`src/design/jbs_pkg.sv`:
```
// Shared constants and types for the test access port and its tester.
// Assumes both ends run on one 25 MHz system clock.
package jbs_pkg;
	// ==========================================================
	// Controller states
	typedef enum logic [3:0] {
		JBS_RESET, JBS_IDLE, JBS_SEL_DR, JBS_CAP_DR, JBS_SHIFT_DR,
		JBS_EXIT1_DR, JBS_PAUSE_DR, JBS_EXIT2_DR, JBS_UPD_DR,
		JBS_SEL_IR, JBS_CAP_IR, JBS_SHIFT_IR, JBS_EXIT1_IR,
		JBS_PAUSE_IR, JBS_EXIT2_IR, JBS_UPD_IR
	} jbs_state_t;
	// ==========================================================
	// Instruction register layout
	localparam int JBS_IR_W = 3;
	localparam logic [2:0] JBS_IR_BYPASS = 3'h7;
	localparam logic [2:0] JBS_IR_RESET = 3'h7;
	localparam logic [2:0] JBS_IR_CAPTURE = 3'h1;
	// ==========================================================
	// Tester timing: quarter period of the link clock in system cycles
	localparam int JBS_CLK_HZ = 25000000;
	localparam int JBS_TCK_HALF_NS = 160;
	localparam int JBS_TCK_HALF_CYC = (JBS_TCK_HALF_NS * (JBS_CLK_HZ / 1000000)) / 1000;
	localparam logic [3:0] JBS_HALF_CNT = 4'(JBS_TCK_HALF_CYC - 1);
	// Tester sequence kinds
	typedef enum logic [1:0] {
		JBS_OP_RESET, JBS_OP_IR, JBS_OP_DR
	} jbs_op_t;
	localparam logic [5:0] JBS_DR_MAX = 6'h20;
endpackage

```
`src/design/jbs_if.sv`:
```
// Link between the test access port and its tester.
// Assumes the bench resolves nothing: all pins are one-way here.
`timescale 1ns/1ns
`default_nettype none
interface jbs_if;
	logic tck;
	logic tms;
	logic tdi;
	logic trst_n;
	logic tdo;
	logic tdo_oe;
	modport port_end (
		input tck, tms, tdi, trst_n,
		output tdo, tdo_oe
	);
	modport tester_end (
		output tck, tms, tdi, trst_n,
		input tdo, tdo_oe
	);
endinterface
`default_nettype wire

```
`src/design/jbs_tap.sv`:
```
// Device end: test access port controller with bypass path.
// Assumes tck, tms, tdi and trst_n are asynchronous to clk and slow.
//
// Functional notes
// - Update with all ones selects bypass
// - Three-bit instruction, shifted LSB first
// - Bypass gives TDO one-stage delayed TDI
// - Inputs settle before each TCK pulse
// - Idle, DR select, IR select, capture, shift
// - Exit, update, then idle while TMS low
// - Data scan walks select, capture, shift, exit, update
// - TMS high holds test-logic reset
// - Test reset low only before scanning
`timescale 1ns/1ns
`default_nettype none
module jbs_tap
	import jbs_pkg::*;
(
	input wire logic clk,
	input wire logic nrst,
	jbs_if.port_end link,
	output logic [2:0] instruction,
	output jbs_state_t tap_state,
	output logic bypass_active
);
	// ==========================================================
	// Input synchronisers
	logic [3:0] sync1;
	logic [3:0] sync2;
	logic tck_prev;
	always_ff @(posedge clk or negedge nrst)
	begin
		if (!nrst)
		begin
			sync1 <= 4'h0;
			sync2 <= 4'h0;
			tck_prev <= 1'b0;
		end
		else
		begin
			sync1 <= {link.trst_n, link.tdi, link.tms, link.tck};
			sync2 <= sync1;
			tck_prev <= sync2[0];
		end
	end
	// Sampling only on synchronised edges keeps held inputs stable.
	wire tck_rise = sync2[0] & ~tck_prev;
	wire tck_fall = ~sync2[0] & tck_prev;
	wire tms_s = sync2[1];
	wire tdi_s = sync2[2];
	wire trst_s = ~sync2[3];
	// ==========================================================
	// Controller
	jbs_state_t state;
	jbs_state_t next_state;
	always_comb
	begin
		case (state)
			JBS_RESET: next_state = tms_s ? JBS_RESET : JBS_IDLE;
			JBS_IDLE: next_state = tms_s ? JBS_SEL_DR : JBS_IDLE;
			JBS_SEL_DR: next_state = tms_s ? JBS_SEL_IR : JBS_CAP_DR;
			JBS_CAP_DR: next_state = tms_s ? JBS_EXIT1_DR : JBS_SHIFT_DR;
			JBS_SHIFT_DR: next_state = tms_s ? JBS_EXIT1_DR : JBS_SHIFT_DR;
			JBS_EXIT1_DR: next_state = tms_s ? JBS_UPD_DR : JBS_PAUSE_DR;
			JBS_PAUSE_DR: next_state = tms_s ? JBS_EXIT2_DR : JBS_PAUSE_DR;
			JBS_EXIT2_DR: next_state = tms_s ? JBS_UPD_DR : JBS_SHIFT_DR;
			JBS_UPD_DR: next_state = tms_s ? JBS_SEL_DR : JBS_IDLE;
			JBS_SEL_IR: next_state = tms_s ? JBS_RESET : JBS_CAP_IR;
			JBS_CAP_IR: next_state = tms_s ? JBS_EXIT1_IR : JBS_SHIFT_IR;
			JBS_SHIFT_IR: next_state = tms_s ? JBS_EXIT1_IR : JBS_SHIFT_IR;
			JBS_EXIT1_IR: next_state = tms_s ? JBS_UPD_IR : JBS_PAUSE_IR;
			JBS_PAUSE_IR: next_state = tms_s ? JBS_EXIT2_IR : JBS_PAUSE_IR;
			JBS_EXIT2_IR: next_state = tms_s ? JBS_UPD_IR : JBS_SHIFT_IR;
			JBS_UPD_IR: next_state = tms_s ? JBS_SEL_DR : JBS_IDLE;
			default: next_state = JBS_RESET;
		endcase
	end
	// ==========================================================
	// Data paths
	logic [2:0] instruction_shift_register;
	logic bypass_bit;
	logic tdo;
	logic tdo_oe;
	wire in_shift_ir = (state == JBS_SHIFT_IR);
	wire in_shift_dr = (state == JBS_SHIFT_DR);
	wire is_bypass = (instruction == JBS_IR_BYPASS);
	always_ff @(posedge clk or negedge nrst)
	begin
		if (!nrst)
		begin
			state <= JBS_RESET;
			instruction_shift_register <= JBS_IR_CAPTURE;
			instruction <= JBS_IR_RESET;
			bypass_bit <= 1'b0;
		end
		else if (trst_s)
		begin
			state <= JBS_RESET;
			instruction <= JBS_IR_RESET;
		end
		else if (tck_rise)
		begin
			state <= next_state;
			if (state == JBS_CAP_IR)
				instruction_shift_register <= JBS_IR_CAPTURE;
			if (in_shift_ir)
				instruction_shift_register <= {tdi_s, instruction_shift_register[2:1]};
			if (state == JBS_UPD_IR)
				instruction <= instruction_shift_register;
			if (state == JBS_RESET)
				instruction <= JBS_IR_RESET;
			if (state == JBS_CAP_DR)
				bypass_bit <= 1'b0;
			if (in_shift_dr)
				bypass_bit <= tdi_s;
		end
	end
	// Output changes on the falling edge, so it holds through the next rise.
	always_ff @(posedge clk or negedge nrst)
	begin
		if (!nrst)
		begin
			tdo <= 1'b0;
			tdo_oe <= 1'b0;
		end
		else if (tck_fall)
		begin
			tdo_oe <= in_shift_ir | in_shift_dr;
			tdo <= in_shift_ir ? instruction_shift_register[0] :
				(in_shift_dr & bypass_bit);
		end
	end
	assign link.tdo = tdo;
	assign link.tdo_oe = tdo_oe;
	assign tap_state = state;
	assign bypass_active = is_bypass;
endmodule // jbs_tap
`default_nettype wire

```
`src/flat_wrapper.sv`:
```
// flat-port wrapper written by rule: the top's interface ports become plain ports
module jbs_tap_flat import jbs_pkg::*;
  (clk, nrst, instruction, tap_state, bypass_active, link_tck, link_tms, link_tdi, link_trst_n, link_tdo, link_tdo_oe);
  jbs_if link_i ();
  input wire logic clk;
  input wire logic nrst;
  output logic [2:0] instruction;
  output jbs_state_t tap_state;
  output logic bypass_active;
  input wire logic [$bits(link_i.tck)-1:0] link_tck;
  input wire logic [$bits(link_i.tms)-1:0] link_tms;
  input wire logic [$bits(link_i.tdi)-1:0] link_tdi;
  input wire logic [$bits(link_i.trst_n)-1:0] link_trst_n;
  output wire logic [$bits(link_i.tdo)-1:0] link_tdo;
  output wire logic [$bits(link_i.tdo_oe)-1:0] link_tdo_oe;
  assign link_i.tck = link_tck;
  assign link_i.tms = link_tms;
  assign link_i.tdi = link_tdi;
  assign link_i.trst_n = link_trst_n;
  assign link_tdo = link_i.tdo;
  assign link_tdo_oe = link_i.tdo_oe;
  jbs_tap u_core (.clk(clk), .nrst(nrst), .link(link_i), .instruction(instruction), .tap_state(tap_state), .bypass_active(bypass_active));
endmodule
```
`config.mk`:
```
export PLATFORM = sky130hd
export DESIGN_NAME = jbs_tap_flat
export DESIGN_NICKNAME = d
export VERILOG_FILES = /design/src/design/jbs_pkg.sv /design/src/design/jbs_if.sv /design/src/design/jbs_tap.sv /design/src/flat_wrapper.sv
export SDC_FILE = /design/constraint.sdc
export NUM_CORES = 1
export LEC_CHECK = 0
export BUFFER_PORTS_ARGS = -buffer_cell sky130_fd_sc_hd__clkbuf_2
export CAP_MARGIN = 20
export CORE_MARGIN = 1.5
export CORE_UTILIZATION = 55
export DETAILED_ROUTE_END_ITERATION = 10
export PLACE_DENSITY_LB_ADDON = 0.2
export SETUP_SLACK_MARGIN = 0.3
export SLEW_MARGIN = 20
export SYNTH_ARGS = -nofsm -noshare
export SYNTH_HDL_FRONTEND = slang
export SYNTH_SLANG_ARGS = --single-unit
```
`constraint.sdc`:
```
create_clock -name clk -period 2.1 [get_ports clk]
set_clock_uncertainty 0.2 [all_clocks]
set_input_delay 0 -clock clk [delete_from_list [all_inputs] [get_ports clk]]
set_output_delay 0 -clock clk [all_outputs]
set_load 0.01 [all_outputs]
```
---- Yosys cells after proc, flatten, opt, wreduce, memory -nomap -nowiden ----
Cells that the tools add are included.
storage, ports and cells
  register bits after elaboration ......... 22
  bits of input ports ..................... 6
  output and inout bits ................... 10
  logic and storage cells ................. 66
cells by class
  eq/ne operators ......................... 18
  multiplexer cells ....................... 24
  bitwise gates (word level) .............. 6
  reduce and logical (&&, ||, !) cells .... 9
operators by type and width
  operator            count
  $pmux 4 s12         1
  $eq 4x4->1 const B  8
  $mux 3              8
  $mux 4              6
  $eq 4x3->1 const B  4
  $eq 4x2->1 const B  2
  $mux 1              6
  $mux 2              3
  $reduce_and 3->1    2
  $eq 4x1->1 const B  1
  $logic_not 4->1     1
  $reduce_bool 2->1   2
  $reduce_or 2->1     2
  $and 1x1->1         3
  $eq 3x3->1 const B  1
  $ne 3x3->1 const B  1
  $reduce_or 3->1     1
  $ne 2x2->1 const B  1
  $not 1->1           2
  $reduce_and 2->1    1
  $or 1x1->1          1

---- Longest topological paths before layout ----
Gate-level depths: netlist of run 1.
  depth after elaboration ................. 5
  gate-level depth with buffers ........... 6
  mapped depth without buffers ............ 4

---- Least setup slack after synthesis of run 1 ----
OpenSTA, ideal clock, no wires.
  kind .................................... register to register
  start ................................... register u_core.state[0], in the netlist u_core.tap_state[0]
  end ..................................... register u_core.instruction[0]
  setup time .............................. 0.080 ns
  data arrival time ....................... 1.327 ns
  required time ........................... 1.820 ns
  setup slack ............................. 0.493 ns
  cell stages (with the launch flop) ...... 6
  buffers on the path ..................... 1
  period minus slack after synthesis ...... 1.607 ns
  cells stage by stage .................... dfrtp_1 -> buf_4 -> nor4_4 -> o21a_2 -> mux2i_1 -> nand2_1
on the way
  longest elaborated chain between the ends .. 4
  elaborated cells between the ends (all ways) .. 7
  those cells by class .................... 2 x eq/ne; 3 x mux; 2 x reduce/logical
ends and longest elaborated chain
  element                 RTL line        source
  start, declared         jbs_tap.sv:54   jbs_state_t state;
  start signal, assigned  jbs_tap.sv:103  state <= next_state;
  $logic_not 4->1         jbs_tap.sv:110  if (state == JBS_RESET)
  $mux 3                  jbs_tap.sv:110
  $mux 3                  jbs_tap.sv:101  else if (tck_rise)
  $mux 3                  jbs_tap.sv:96   else if (trst_s)
  end signal, assigned    jbs_tap.sv:109  instruction <= instruction_shift_register;
  end, declared           jbs_tap.sv:22   output logic [2:0] instruction,
Parallel ways exist; a longest one is shown, timed or not. The select of a mux whose other input is x is not followed.
A chain may end at the register's enable or synchronous reset.

---- Worst setup path after layout of run 1 ----
  start ................................... register u_core.state[1], in the netlist u_core.tap_state[1]
  end ..................................... register u_core.instruction[1]
Same word-level chain as after synthesis.

==> results by stage, run 1 <==
Global routing:
- The met3 track demand over resource in global routing is 2.22%.
- The first global-routing pass estimated 2920 um of wire.
- The global routing usage summed across all routing layers is 18.6%.
- The total congestion overflow after global routing is 0.
- The number of global-route vias before repair came to 659.
- The met1 usage in global routing is 27.3%.
- The number of antenna violations at the first check in global routing is 0.
- The maximum number of pins on one net before global-route repair is 21.
- The global routing met2 resource utilization is 27.9%.
- met2 is the most crowded layer.

Final layout:
- Excluding fillers, the count of instances in the completed layout stands at 156.
- The final layout net count is 136.
- The layout overhead on the synthesized area is 15.1%.
- Of the cells placed in the final design, the portion with a size suffix greater than 1 is 31.8%.
- The number of antenna diodes in the final layout is 0.
- Summing all non-filler instances in the final layout gives an area of 1290 um2.

STA:
- Setup repair after global routing could not meet its margin everywhere.
- The final clock period utilization by the worst path is 80.5%.
- The worst slew margin relative to its limit is 52.7%.
- Setup violations remaining at the end of the flow were counted as 0.
- The final-layout setup total negative slack is 0 ns.
- The minimum clock period after layout is 1.69 ns.
- For the pin with the worst max-slew slack, the measured transition is 0.707 ns.
- The hold violation total from the final report is 0.
- The tightest hold path in the finished design has a slack of 0.0423 ns.
- Based on the critical path, the design can be clocked at up to 0.591 GHz.
- The number of max-slew violations in the final report is 0.

Worst setup path:
- The startpoint-to-endpoint class of the critical path is flop to flop.
- The data required time at the worst endpoint is 2.13 ns.
- The largest single stage delay on the critical path is 0.55 ns.
- The type of origin of the critical path is a flop.
- Walking the worst path, the cells encountered are nor4_4, o21a_2, mux2i_1, nand2_1.
- STA classifies the critical path endpoint as a flop.
- Of all nets on the critical path, the largest fanout is 20.
- The slowest stage of the critical path is the sky130_fd_sc_hd__dfrtp_2 cell.
- The endpoint arrival time on the critical path is 1.72 ns.

CTS:
- At the later pin of the worst-skew pair, clock insertion delay measures 0.30 ns.
- After clock tree synthesis, the clock-pin slew on the worst setup and hold paths is 0.11 ns.
- The buffer type at the clock tree root is sky130_fd_sc_hd__clkbuf_4.
- The clock passes through at most 2 buffers.
- The CTS tree is done.
- The CTS sink count is 22.
- CTS built an H-tree with a depth of 1.
- The number of CTS-inserted buffers is 3.

Drt:
- The first-pass detailed-route iteration total is 4.
- The remaining antenna violation count after routing is 0.
- The detailed router placed 850 vias in this run.
- For this run, design rule violations remaining after detail routing come to 0.
- The detail-routed via count per cell is 5.45.
- Summed over all layers, the routed wires come to 2140 um.
- In the final routed layout, each cell accounts on average for 13.7 um.
- In this run, the number of DRC markers left after iteration 0 of detailed routing was 19.

Floorplan:
- The effective utilization at floorplan is 57.8%.
- The die span in y is 48.2 um.
- 16 I/O pins were placed.
- The die is 48.2 um wide.
- The full die area is 2320 um2.
- The floorplan has 16 rows.
- The total core area is 1940 um2.

Logic synthesis:
- The number of different library cells used by synthesis comes to 45.
- The synthesized netlist net count is 116.
- The area share of the largest cell type after synthesis is 40.1%.
- Each instance of the synthesized netlist takes up on average 10.2 um2.
- The share of synthesized flip-flops with an asynchronous set or reset is 100%.
- The share of the yosys chip area belonging to registers is 49.5%.
- The top cell type by total area after synthesis is sky130_fd_sc_hd__dfrtp_1.
- Sorting the synthesized cells by area gives the leading types as sky130_fd_sc_hd__dfrtp_1 (40%), sky130_fd_sc_hd__dfstp_2 (9.4%), sky130_fd_sc_hd__o21ai_0 (4.0%).
- The summed instance area of the synthesized netlist is 1120 um2.
- In the synthesized netlist the dominant register cell turns out to be sky130_fd_sc_hd__dfrtp_1.
- The cell count after synthesis came out at 110.
- In this run, synthesis produced a sequential element count of 22.
- The yosys synthesis warning count is 0.
- Counting flops with a built-in enable in the synthesized netlist gives 0.

Pwr:
- The switching portion of total power is 24.9%.
- The switching power of the nets is 0.187 mW.
- Overall power consumption after layout is estimated at 0.752 mW.
- The cell area power density is 582 nW/um2.
- The clock network is responsible for 25.2% of the overall power.
- The maximum vdd ir drop is 0.506 mV.
- Summed over all cells, the static leakage comes to 0.539 nW.
- The sequential group share of total power is 62.6%.
- The internal power component is 0.565 mW.
- The combinational share of power is 12.2%.

Job:
- The number of maximum-capacitance violations is 0.

Status:
- The flow ran to the end, and the final reports show no timing, DRC or antenna violations.

Min path:
- In this run the worst hold path is classified as primary input to asynchronous set/reset pin.

Placed design:
- Once placement completed, the tool counted placed cells totaling 142.
- The final HPWL from detailed placement is 1320 um.
- In this run the cell area measured after placement is 1160 um2.
- The number of input and output port buffers inserted is 15.
- The routability congestion estimate from global placement is 0.809.
## sequential cells by signal (all words and copies together), names as in the netlist
signal,flops
u_core.sync2,4
u_core.bypass_bit,1
u_core.tck_prev,1
u_core.tap_state,4
u_core.link.tdo,1
u_core.link.tdo_oe,1
u_core.sync1,4
u_core.instruction_shift_register,3
u_core.instruction,3
## power by group through the flow
| stage | clock network, mW | logic, mW | registers [mW] |
|---|---|---|---|
| after floorplan | 0 | 0.0698 | 0.461 |
| after global placement | 0 | 0.0801 | 0.475 |
| after detailed placement | 0 | 0.0814 | 0.477 |
| after CTS | 0.197 | 0.0928 | 0.469 |
| after global routing | 0.209 | 0.104 | 0.475 |
| final | 0.189 | 0.0919 | 0.471 |
## final cells by class
type,count,area [um2]
Clock buffer,4,26.3
Fill cell,164,651
Inverter,4,15.0
Multi-Input combinational cell,74,485
Sequential cell,22,563
Tap cell,27,33.8
Timing Repair Buffer,25,168
## through the flow
stage | util, % | setup WS [ns]
final | 66.5 | 0.409
after floorplan | - | 0.493
after detailed placement | 59.9 | 0.271
after global routing | 66.5 | 0.269
after global placement | 59.9 | 0.324
after CTS | 65.0 | 0.347
## synthesized netlist by cell type (all sizes together) (2+ instances only)
master,number
nand3,3
dfstp,4
and4,2
nor2b,2
a21oi,5
buf,8
nor2,5
clkbuf,2
or2,3
o211ai,2
nand2,9
nand2b,4
mux2i,4
a31oi,2
nor3,4
o21ai,10
dfrtp,18
and3,2
inv,4
## cells by family (layout without fill, tap and decap cells)
kind of cell	count (synthesis)	after routing	synth area share (%)
buf+inv	14	33	7.47
flops	22	22	49.5
compound gates	29	29	16.6
mux	4	4	3.57
simple gates	41	41	22.9
## metal layers
layer  part of all wire, %  vias to the layer above
met5                     0                        -
met4                  0.42                        0
met3                   3.1                        2
met2                    48                       19
met1                    48                      402
li1                      -                      427
## cell usage in the layout, fill, tap and decap left out, types with 4 or more instances in the layout
cell and instances:
sky130_fd_sc_hd__mux2i_1 4, sky130_fd_sc_hd__a21oi_1 5, sky130_fd_sc_hd__dfstp_2 4, sky130_fd_sc_hd__nand2_1 9, sky130_fd_sc_hd__inv_1 4, sky130_fd_sc_hd__dlygate4sd3_1 7, sky130_fd_sc_hd__o21ai_0 9, sky130_fd_sc_hd__nor2_1 5
sky130_fd_sc_hd__dfrtp_1 14, sky130_fd_sc_hd__clkbuf_2 15
## critical path, delay by kind of cell, from the launching register on
kind | cells | cell delay (ns)
DFF | 1 | 0.55
AOI/OAI and AO/OA | 1 | 0.24
muxes | 1 | 0.19
and+or+nand+nor | 2 | 0.45
## repair_timing
item	4_1_cts	5_1_grt
pin swaps	0	1
setup endpoints to repair	4	8
endpoints found under the hold margin	26	0
hold buffers	7	0
buffers inserted	0	3
gates resized for setup	3	3
## path summary, 6_finish.rpt
kind,start,endpoint,slack (ns),depth (start not counted)
max in group asynchronous,nrst,u_core.tap_state[0]$_DFFE_PN0P_,0.46,3
max reg2reg,u_core.tap_state[1]$_DFFE_PN0P_,u_core.instruction[1]$_DFFE_PN1P_,0.41,4
min,nrst,u_core.instruction_shift_register[0]$_DFFE_PN1P_,0.04,2
min in group clk,link_tck,u_core.sync1[0]$_DFF_PN0_,0.14,2
min reg2reg,u_core.sync1[1]$_DFF_PN0_,u_core.sync2[1]$_DFF_PN0_,0.16,0
max,u_core.tap_state[1]$_DFFE_PN0P_,u_core.instruction[1]$_DFFE_PN1P_,0.41,4
(Power assumes the default switching activity.)
==> inputs of run 2 (changes only) <==
- ABC_AREA: default -> 1
- CORE_UTILIZATION: 55 -> 54
- clock period: 2.1 -> 1.65 ns (I/O delays scaled with it)
==> results by stage, run 2 <==
Status:
- The run finished with clean final reports.

Logic synthesis:
- The adder-cell share of the synthesized area is 0%.
- After Yosys synthesis, and, or, nand and nor cells account for 32.5% of the synthesized area.
- Counting every net in the synthesized netlist gives 139.
- By count the netlist is led by sky130_fd_sc_hd__nand2_1 (46), sky130_fd_sc_hd__dfrtp_1 (18), sky130_fd_sc_hd__nor2_1 (12).
- The number of synthesized register bits is 22.
- In this run the cell area of the synthesized design comes to 1070 um2.
- The yosys synthesis warning count is 0.
- By area the synthesized netlist is led by sky130_fd_sc_hd__dfrtp_1 (42%), sky130_fd_sc_hd__nand2_1 (16%), sky130_fd_sc_hd__dfstp_2 (9.9%).
- The number of instances in the synthesized netlist is 133.
- For this run, asynchronously set or reset flops after synthesis account for 100%.
- The synthesized netlist devotes 9.04% of its cell area to compound gates.
- The area share of the largest cell type after synthesis is 42.3%.
- In this run the mean area of a mapped cell was 8.02 um2.
- The largest family of logic cells by synthesized area is simple AND/OR/NAND/NOR gates.
- The portion of netlist area occupied by mux cells is 1.06%.
- Counting flops with a built-in enable in the synthesized netlist gives 0.
- Among all cell types in the netlist, the one instantiated most often is sky130_fd_sc_hd__nand2_1.
- The share of the yosys chip area belonging to registers is 52.1%.
- For this run, the leading register cell type out of synthesis is sky130_fd_sc_hd__dfrtp_1.
- The count of different cell masters after synthesis is 22.
- The top cell type by total area after synthesis is sky130_fd_sc_hd__dfrtp_1.
- The fraction of synthesized cell area in xor and xnor cells is 0%.

Drt:
- The total number of vias is 1068.
- The first-pass detailed-route iteration total is 4.
- The remaining antenna violation count after routing is 0.
- Dividing the detail-routed via count by the number of cells gives 5.59.
- In the routed design, unresolved DRC markers number 0.
- The overall routed net length is 2900 um.
- Dividing the detail-routed wire length by the instance count gives 15.2 um.
- The initial DRC count is 42.

STA:
- The worst slew margin relative to its limit is 80.4%.
- At the pin with the least slew margin, the transition time is 0.294 ns.
- Based on the critical path, the design can be clocked at up to 0.643 GHz.
- The hold violation total from the final report is 0.
- Setup violations remaining at the end of the flow were counted as 0.
- Setup repair after global routing could not meet its margin everywhere.
- The post-route worst hold slack is 0.125 ns.
- After layout, the minimum clock period comes to 1.55 ns.
- The final clock period utilization by the worst path is 94.2%.
- The number of max-slew violations in the final report is 0.

Floorplan:
- The number of primary I/O pins is 16.
- The total core area is 1780 um2.
- The initial utilization of the core area, before any placement, comes to 59.8%.
- The initialized floorplan defines 15 standard-cell rows.
- The die covers 2250 um2.
- The chip width is 47.4 um.
- The die span in y is 47.4 um.

Worst setup path:
- The endpoint arrival time on the critical path is 1.58 ns.
- The worst setup path is captured at a flop.
- The flop-to-flop setup slack is 0.1 ns.
- In this run the critical register-to-register path is captured at u_core.tap_state[1]$_DFFE_PN0P_.
- STA puts the critical path data required time at 1.68 ns.
- The startpoint identified for the worst register-to-register timing path is u_core.tap_state[1]$_DFFE_PN0P_.
- The largest fanout on the critical path is 7.
- Counting cells, the worst reg-to-reg path comes to 6.
- STA classifies the critical path startpoint as a flop.
- The critical path is of the flop to flop type.

Final layout:
- The library cells used most frequently in the layout, excluding fill and tap cells, are sky130_fd_sc_hd__nand2_1 (33), sky130_fd_sc_hd__clkbuf_2 (13), sky130_fd_sc_hd__dfrtp_1 (13), sky130_fd_sc_hd__nand2_2 (11), sky130_fd_sc_hd__nor2_1 (10).
- Summing all multi-input logic gate instances after layout gives 588 um2.
- Of the cells placed in the final design, the portion with a size suffix greater than 1 is 46.4%.
- From synthesis to final layout, the design area changed by 41.9%.
- After filler insertion, the fill cell instance count of the layout stands at 99.
- In the final design database the tool counted 173 nets.
- The leading cell type in the layout, fill and taps excluded is sky130_fd_sc_hd__nand2_1.
- The final standard cell area without fillers is 1510 um2.
- The count of inserted antenna diode cells is 0.
- The non-filler instance count after layout is 191.
- The area occupied by registers is 562 um2.

CTS:
- TritonCTS built the clock tree.
- The buffer type at the clock tree root is sky130_fd_sc_hd__clkbuf_4.
- The insertion delay of the later-clocked pin in the worst-skew pair is 0.32 ns.
- After clock tree synthesis, the clock-pin slew on the worst setup and hold paths is 0.13 ns.
- The maximum buffer depth of the clock tree is 2.
- In this run the number of H-tree levels came out at 1.
- Clock tree synthesis found a total of 22 sinks.
- The number of CTS-inserted buffers is 3.

Min path:
- The hold path depth is 2.
- The worst hold path begins at link_tms.
- For hold timing, the worst endpoint is u_core.sync1[1]$_DFF_PN0_.
- The min-delay analysis places its worst path in the category primary input to flop.

Global routing:
- The number of antenna violations at the first check in global routing is 0.
- For this run, global-route usage on met2 was measured as 45.4%.
- The met1 usage in global routing is 35.0%.
- Entering global routing, the biggest net connects 23 pins.
- The met3 track demand over resource in global routing is 3.40%.
- In this run the most used layer during global routing was met2.
- The global routing usage summed across all routing layers is 27.1%.
- The total congestion overflow after global routing is 0.
- The number of global-route vias before repair is 988.
- The first global-routing pass estimated 4190 um of wire.

Pwr:
- The worst-case IR drop observed on VDD is 0.589 mV.
- The cell leakage power is 0.776 nW.
- Power spread over the standard cell area amounts to 760 nW/um2.
- The overall power consumption is 1.15 mW.

Placed design:
- The number of placed instances, taps included, is 172.
- The instance area at placement is 1200 um2.
- The final HPWL from detailed placement is 1680 um.
- The routability congestion estimate from global placement is 0.892.
- Input and output buffers added on the ports amount to 15.

Job:
- The tool flagged a number of max-cap violations equal to 0.
## run 2: changes by cell type in the layout (fill, tap and decap cells not counted), sizes merged, moves of 7 or more
cell   change
nand2     +40
inv        +8
buf        +7
nand3      +8
nor2      +11
## run 2: how the worst max path moves through the flow
stage | from | to | slack, ns
finish | u_core.tap_state[1]$_DFFE_PN0P_ | u_core.tap_state[1]$_DFFE_PN0P_ | 0.1
global route | u_core.tap_state[1]$_DFFE_PN0P_ | u_core.tap_state[1]$_DFFE_PN0P_ | -0.01
CTS | u_core.tap_state[0]$_DFFE_PN0P_ | u_core.tap_state[1]$_DFFE_PN0P_ | 0.22
detailed placement | u_core.tap_state[0]$_DFFE_PN0P_ | u_core.tap_state[1]$_DFFE_PN0P_ | 0.1
global placement | u_core.tap_state[0]$_DFFE_PN0P_ | u_core.tap_state[1]$_DFFE_PN0P_ | 0.11
floorplan | u_core.tap_state[3]$_DFFE_PN0P_ | u_core.instruction_shift_register[2]$_DFFE_PN0P_ | 0.29
## run 2: area by class of cell
class	count	area share [%]
timing repair buffer	30	14.7
multi-input combinational	97	38.9
clock buffer	3	1.49
inverter	13	3.72
clock inverter	1	1.99
sequential	22	37.1
tap	25	2.07
## run 2: cell families (layout without fill, tap and decap cells)
logic type	after synthesis	in the layout
AOI/OAI and AO/OA	17	17
DFF	22	22
buffers and inverters	14	47
muxes	1	1
and+or+nand+nor	79	79
## run 2: per-layer routing
| layer | vias to the layer above | routed length, um |
|---|---|---|
| met5 | - | 0 |
| met1 | 497 | 1160 |
| met4 | 0 | 140 |
| met2 | 60 | 1410 |
| met3 | 19 | 189 |
| li1 | 492 | - |
## run 2: through the flow
stage	setup WS [ns]	setup TNS [ns]	utilization, %
floorplan	0.293	0	-
global placement	0.109	0	67.3
detailed placement	0.0996	0	67.3
CTS	0.221	0	80.6
global route	-0.0131	-0.0131	84.8
finish	0.0957	0	84.8
## run 2: worst max-delay path, cell delays in order (launching register included)
cell                      delay, ns
sky130_fd_sc_hd__dfrtp_2       0.52
sky130_fd_sc_hd__nor2_4        0.25
sky130_fd_sc_hd__o21ai_1       0.12
sky130_fd_sc_hd__nor2_1        0.19
sky130_fd_sc_hd__nand2_1       0.07
sky130_fd_sc_hd__nand2_1       0.06
sky130_fd_sc_hd__nand2_1       0.05
## run 2: repair_timing
action                                 CTS  global route
buffers inserted                         8             1
setup endpoints to repair               12            38
endpoints found under the hold margin   26             0
pin swaps                                7            12
gates resized for setup                 20            26
hold buffers                             6             0
## run 2: where the power goes
part | total, mW | internal [mW] | switching, mW
clock network | 0.422 | 0.246 | 0.176
logic | 0.139 | 0.0642 | 0.0751
registers | 0.589 | 0.569 | 0.0199
==> inputs of run 3 (changes only) <==
- CORE_UTILIZATION: 54 -> 58
- clock period: 1.65 -> 1.8 ns (I/O delays scaled with it)
==> results by stage, run 3 (synthesis gave the netlist of run 2 again) <==
Status:
- The flow ran to the end, but the final reports show violations.
- The final reports fail on hold timing.

Pwr:
- Per report_power, the sequential group accounts for 52.9% of the total.
- The overall power consumption is 1.02 mW.
- Cell internal power was estimated by the tool at 0.789 mW.
- The combinational share of power is 10.0%.
- The proportion of power drawn by the clock network is 37.1%.
- The switching portion of total power is 22.5%.
- The cell leakage power is 0.731 nW.
- VDD sags by at most 0.912 mV.
- For this design the ratio of total power to cell area is 711 nW/um2.
- Summed over all nets, the switching power comes to 0.229 mW.

Floorplan:
- The chip width is 45.9 um.
- The effective utilization at floorplan is 61.7%.
- The total core area is 1730 um2.
- For this design the top-level I/O count stands at 16.
- The die covers 2100 um2.
- The die is 45.9 um tall.
- The row count is 15.

Worst setup path:
- For the worst setup path, the data required time is 1.84 ns.
- The critical path is of the flop to flop type.
- The worst flop-to-flop path startpoint is u_core.tap_state[2]$_DFFE_PN0P_.
- The number of cell instances on the worst register-to-register path is 7.
- At the worst endpoint, the arrival time is 1.59 ns.
- STA classifies the critical path startpoint as a flop.
- The largest fanout on the critical path is 6.
- STA classifies the critical path endpoint as a flop.
- The reg-to-reg endpoint is u_core.tap_state[3]$_DFFE_PN0P_.
- The flop-to-flop setup slack is 0.25 ns.

Drt:
- Using the TritonRoute via totals, the vias-per-cell ratio works out to 5.84.
- The total number of vias is 1109.
- For this run, design rule violations remaining after detail routing come to 0.
- The sum of met2 wire segment lengths after detailed routing is 1360 um.
- The remaining antenna violation count after routing is 0.
- The detailed router put a total of 1000 um of wire on met1.
- The highest layer touched by signal routing is met4.
- The initial DRC count is 106.
- The routed length on met3 is 281 um.
- The first-pass detailed-route iteration total is 4.
- The overall routed net length is 2770 um.
- In the final routed layout, each cell accounts on average for 14.6 um.

Min path:
- The worst hold path belongs to the class primary input to asynchronous set/reset pin.

Placed design:
- Summing all placed instances gives a cell area of 1160 um2.
- The number of input and output port buffers inserted is 15.
- Routability-driven placement finished with a final weighted congestion of 0.980.
- Before CTS, the worst setup slack after placement is 0.219 ns.
- After legalization and detailed placement, the total HPWL measured 1500 um.

Final layout:
- The area occupied by registers is 561 um2.
- The layout filler cell count is 105.
- The layout overhead on the synthesized area is 34.3%.
- Leaving out fill and tap cells, the most frequent cell in the layout is sky130_fd_sc_hd__nand2_1.
- The area taken by multi-input logic gates is 537 um2.
- The fraction of final layout cells with drive strength greater than 1 is 40.0%.
- In the layout the commonest cells are sky130_fd_sc_hd__nand2_1 (38), sky130_fd_sc_hd__clkbuf_2 (15), sky130_fd_sc_hd__dfrtp_1 (14), sky130_fd_sc_hd__nor2_1 (10), sky130_fd_sc_hd__nand3_1 (9).
- In the final design database the tool counted 172 nets.
- 0 antenna diodes ended up in the layout.
- After routing the design area is 1430 um2.

CTS:
- In this run the number of H-tree levels came out at 1.
- The clock transition at the registers of the reported paths is 0.12 ns.
- Buffers inserted during clock tree synthesis total 3.
- Counting along the longest clock path gives a buffer depth of 2.
- The tree is rooted in a sky130_fd_sc_hd__clkbuf_4.
- The insertion delay of the later-clocked pin in the worst-skew pair is 0.30 ns.
- CTS saw 22 sinks.
- The CTS tree is done.

Global routing:
- The total congestion overflow after global routing is 0.
- The number of global-route vias before repair is 828.
- The global routing usage summed across all routing layers is 22.5%.
- The number of antenna violations at the first check in global routing is 0.
- Entering global routing, the biggest net connects 23 pins.
- The first global-routing pass estimated 3390 um of wire.

STA:
- Measured against its own limit, the worst slew margin works out to 65.8%.
- The minimum clock period after layout is 1.55 ns.
- Setup repair after global routing could not meet its margin everywhere.
- The upper clock frequency limit is 0.645 GHz.
- Once routing completed, OpenROAD measured the worst setup slack at 0.249 ns.
- The number of max-slew violations in the final report is 0.
- Setup total negative slack on the finished layout was measured at 0 ns.
- At the pin with the least slew margin, the transition time is 0.513 ns.
- Dividing the final minimum period by the clock period gives 86.2%.
- The hold violation total from the final report came to 18.
- The final setup violation count is 0.
- Hold timing on the final database bottoms out at a slack of -0.0192 ns.

Job:
- Max-cap violations in this run came to 0.
## run 3: cell types whose count changed in the layout (fill, tap and decap cells not counted), moves of 2 or more
| cell | before | now |
|---|---|---|
| sky130_fd_sc_hd__nand2_1 | 33 | 38 |
| sky130_fd_sc_hd__nand2_4 | 5 | 3 |
| sky130_fd_sc_hd__o21ai_0 | 2 | 4 |
| sky130_fd_sc_hd__nand2_2 | 11 | 8 |
| sky130_fd_sc_hd__o21ai_2 | 4 | 2 |
| sky130_fd_sc_hd__clkbuf_2 | 13 | 15 |
| sky130_fd_sc_hd__buf_6 | 4 | 1 |
| sky130_fd_sc_hd__buf_4 | 6 | 8 |
| sky130_fd_sc_hd__nand3_1 | 7 | 9 |
## run 3: power groups by stage
| stage | registers [mW] | logic (mW) | clock network, mW |
|---|---|---|---|
| floorplan | 0.547 | 0.0395 | 0 |
| global placement | 0.544 | 0.0756 | 0 |
| detailed placement | 0.546 | 0.0768 | 0 |
| CTS | 0.537 | 0.0882 | 0.381 |
| global route | 0.540 | 0.111 | 0.402 |
| finish | 0.538 | 0.101 | 0.378 |
## run 3: layout make-up
type	count	share of cell area (%)
clock buffer	3	1.57
tap	25	2.19
timing repair buffer	29	13.7
inverter	13	3.76
clock inverter	1	2.10
sequential	22	39.2
multi-input combinational	97	37.5
## run 3: what timing repair did
| action | 4_1_cts | 5_1_grt |
|---|---|---|
| setup endpoints to repair | 9 | 9 |
| setup buffers | 2 | 7 |
| pin swaps | 0 | 6 |
| resized for setup | 5 | 32 |
| endpoints found under the hold margin | 26 | 0 |
| hold buffers | 5 | 0 |
## run 3: metrics by stage
| stage | cells | util, % |
|---|---|---|
| floorplan | 133 | - |
| global placement | 172 | 67.5 |
| detailed placement | 172 | 67.5 |
| CTS | 183 | 74.9 |
| global route | 190 | 82.9 |
| finish | 190 | 82.9 |
## run 3: worst max-delay path, cell delays in order, from the launching register on
cell	delay, ns
sky130_fd_sc_hd__dfrtp_2	0.51
sky130_fd_sc_hd__nor2_4	0.23
sky130_fd_sc_hd__nand2_1	0.12
sky130_fd_sc_hd__o21ai_0	0.12
sky130_fd_sc_hd__nand2_1	0.09
sky130_fd_sc_hd__nand3_1	0.09
sky130_fd_sc_hd__nand2_1	0.07
sky130_fd_sc_hd__o21ai_2	0.06
## run 3: worst max-delay path by stage
stage	startpoint	end	slack (ns)	cells after the start
finish	u_core.tap_state[2]$_DFFE_PN0P_	u_core.tap_state[3]$_DFFE_PN0P_	0.25	7
global route	u_core.tap_state[2]$_DFFE_PN0P_	u_core.tap_state[3]$_DFFE_PN0P_	0.18	7
CTS	u_core.tap_state[3]$_DFFE_PN0P_	u_core.tap_state[1]$_DFFE_PN0P_	0.31	9
detailed placement	u_core.tap_state[2]$_DFFE_PN0P_	u_core.instruction[2]$_DFFE_PN1P_	0.22	5
global placement	u_core.tap_state[2]$_DFFE_PN0P_	u_core.instruction[0]$_DFFE_PN1P_	0.24	6
floorplan	u_core.tap_state[0]$_DFFE_PN0P_	u_core.link.tdo$_DFFE_PN0P_	0.35	6
## run 3: per-layer routing
layer | track usage [%] | vias up
met5 | 0 | -
met4 | 9.14 | 0
met3 | 3.97 | 24
met2 | 36.1 | 83
met1 | 29.8 | 513
li1 | - | 489
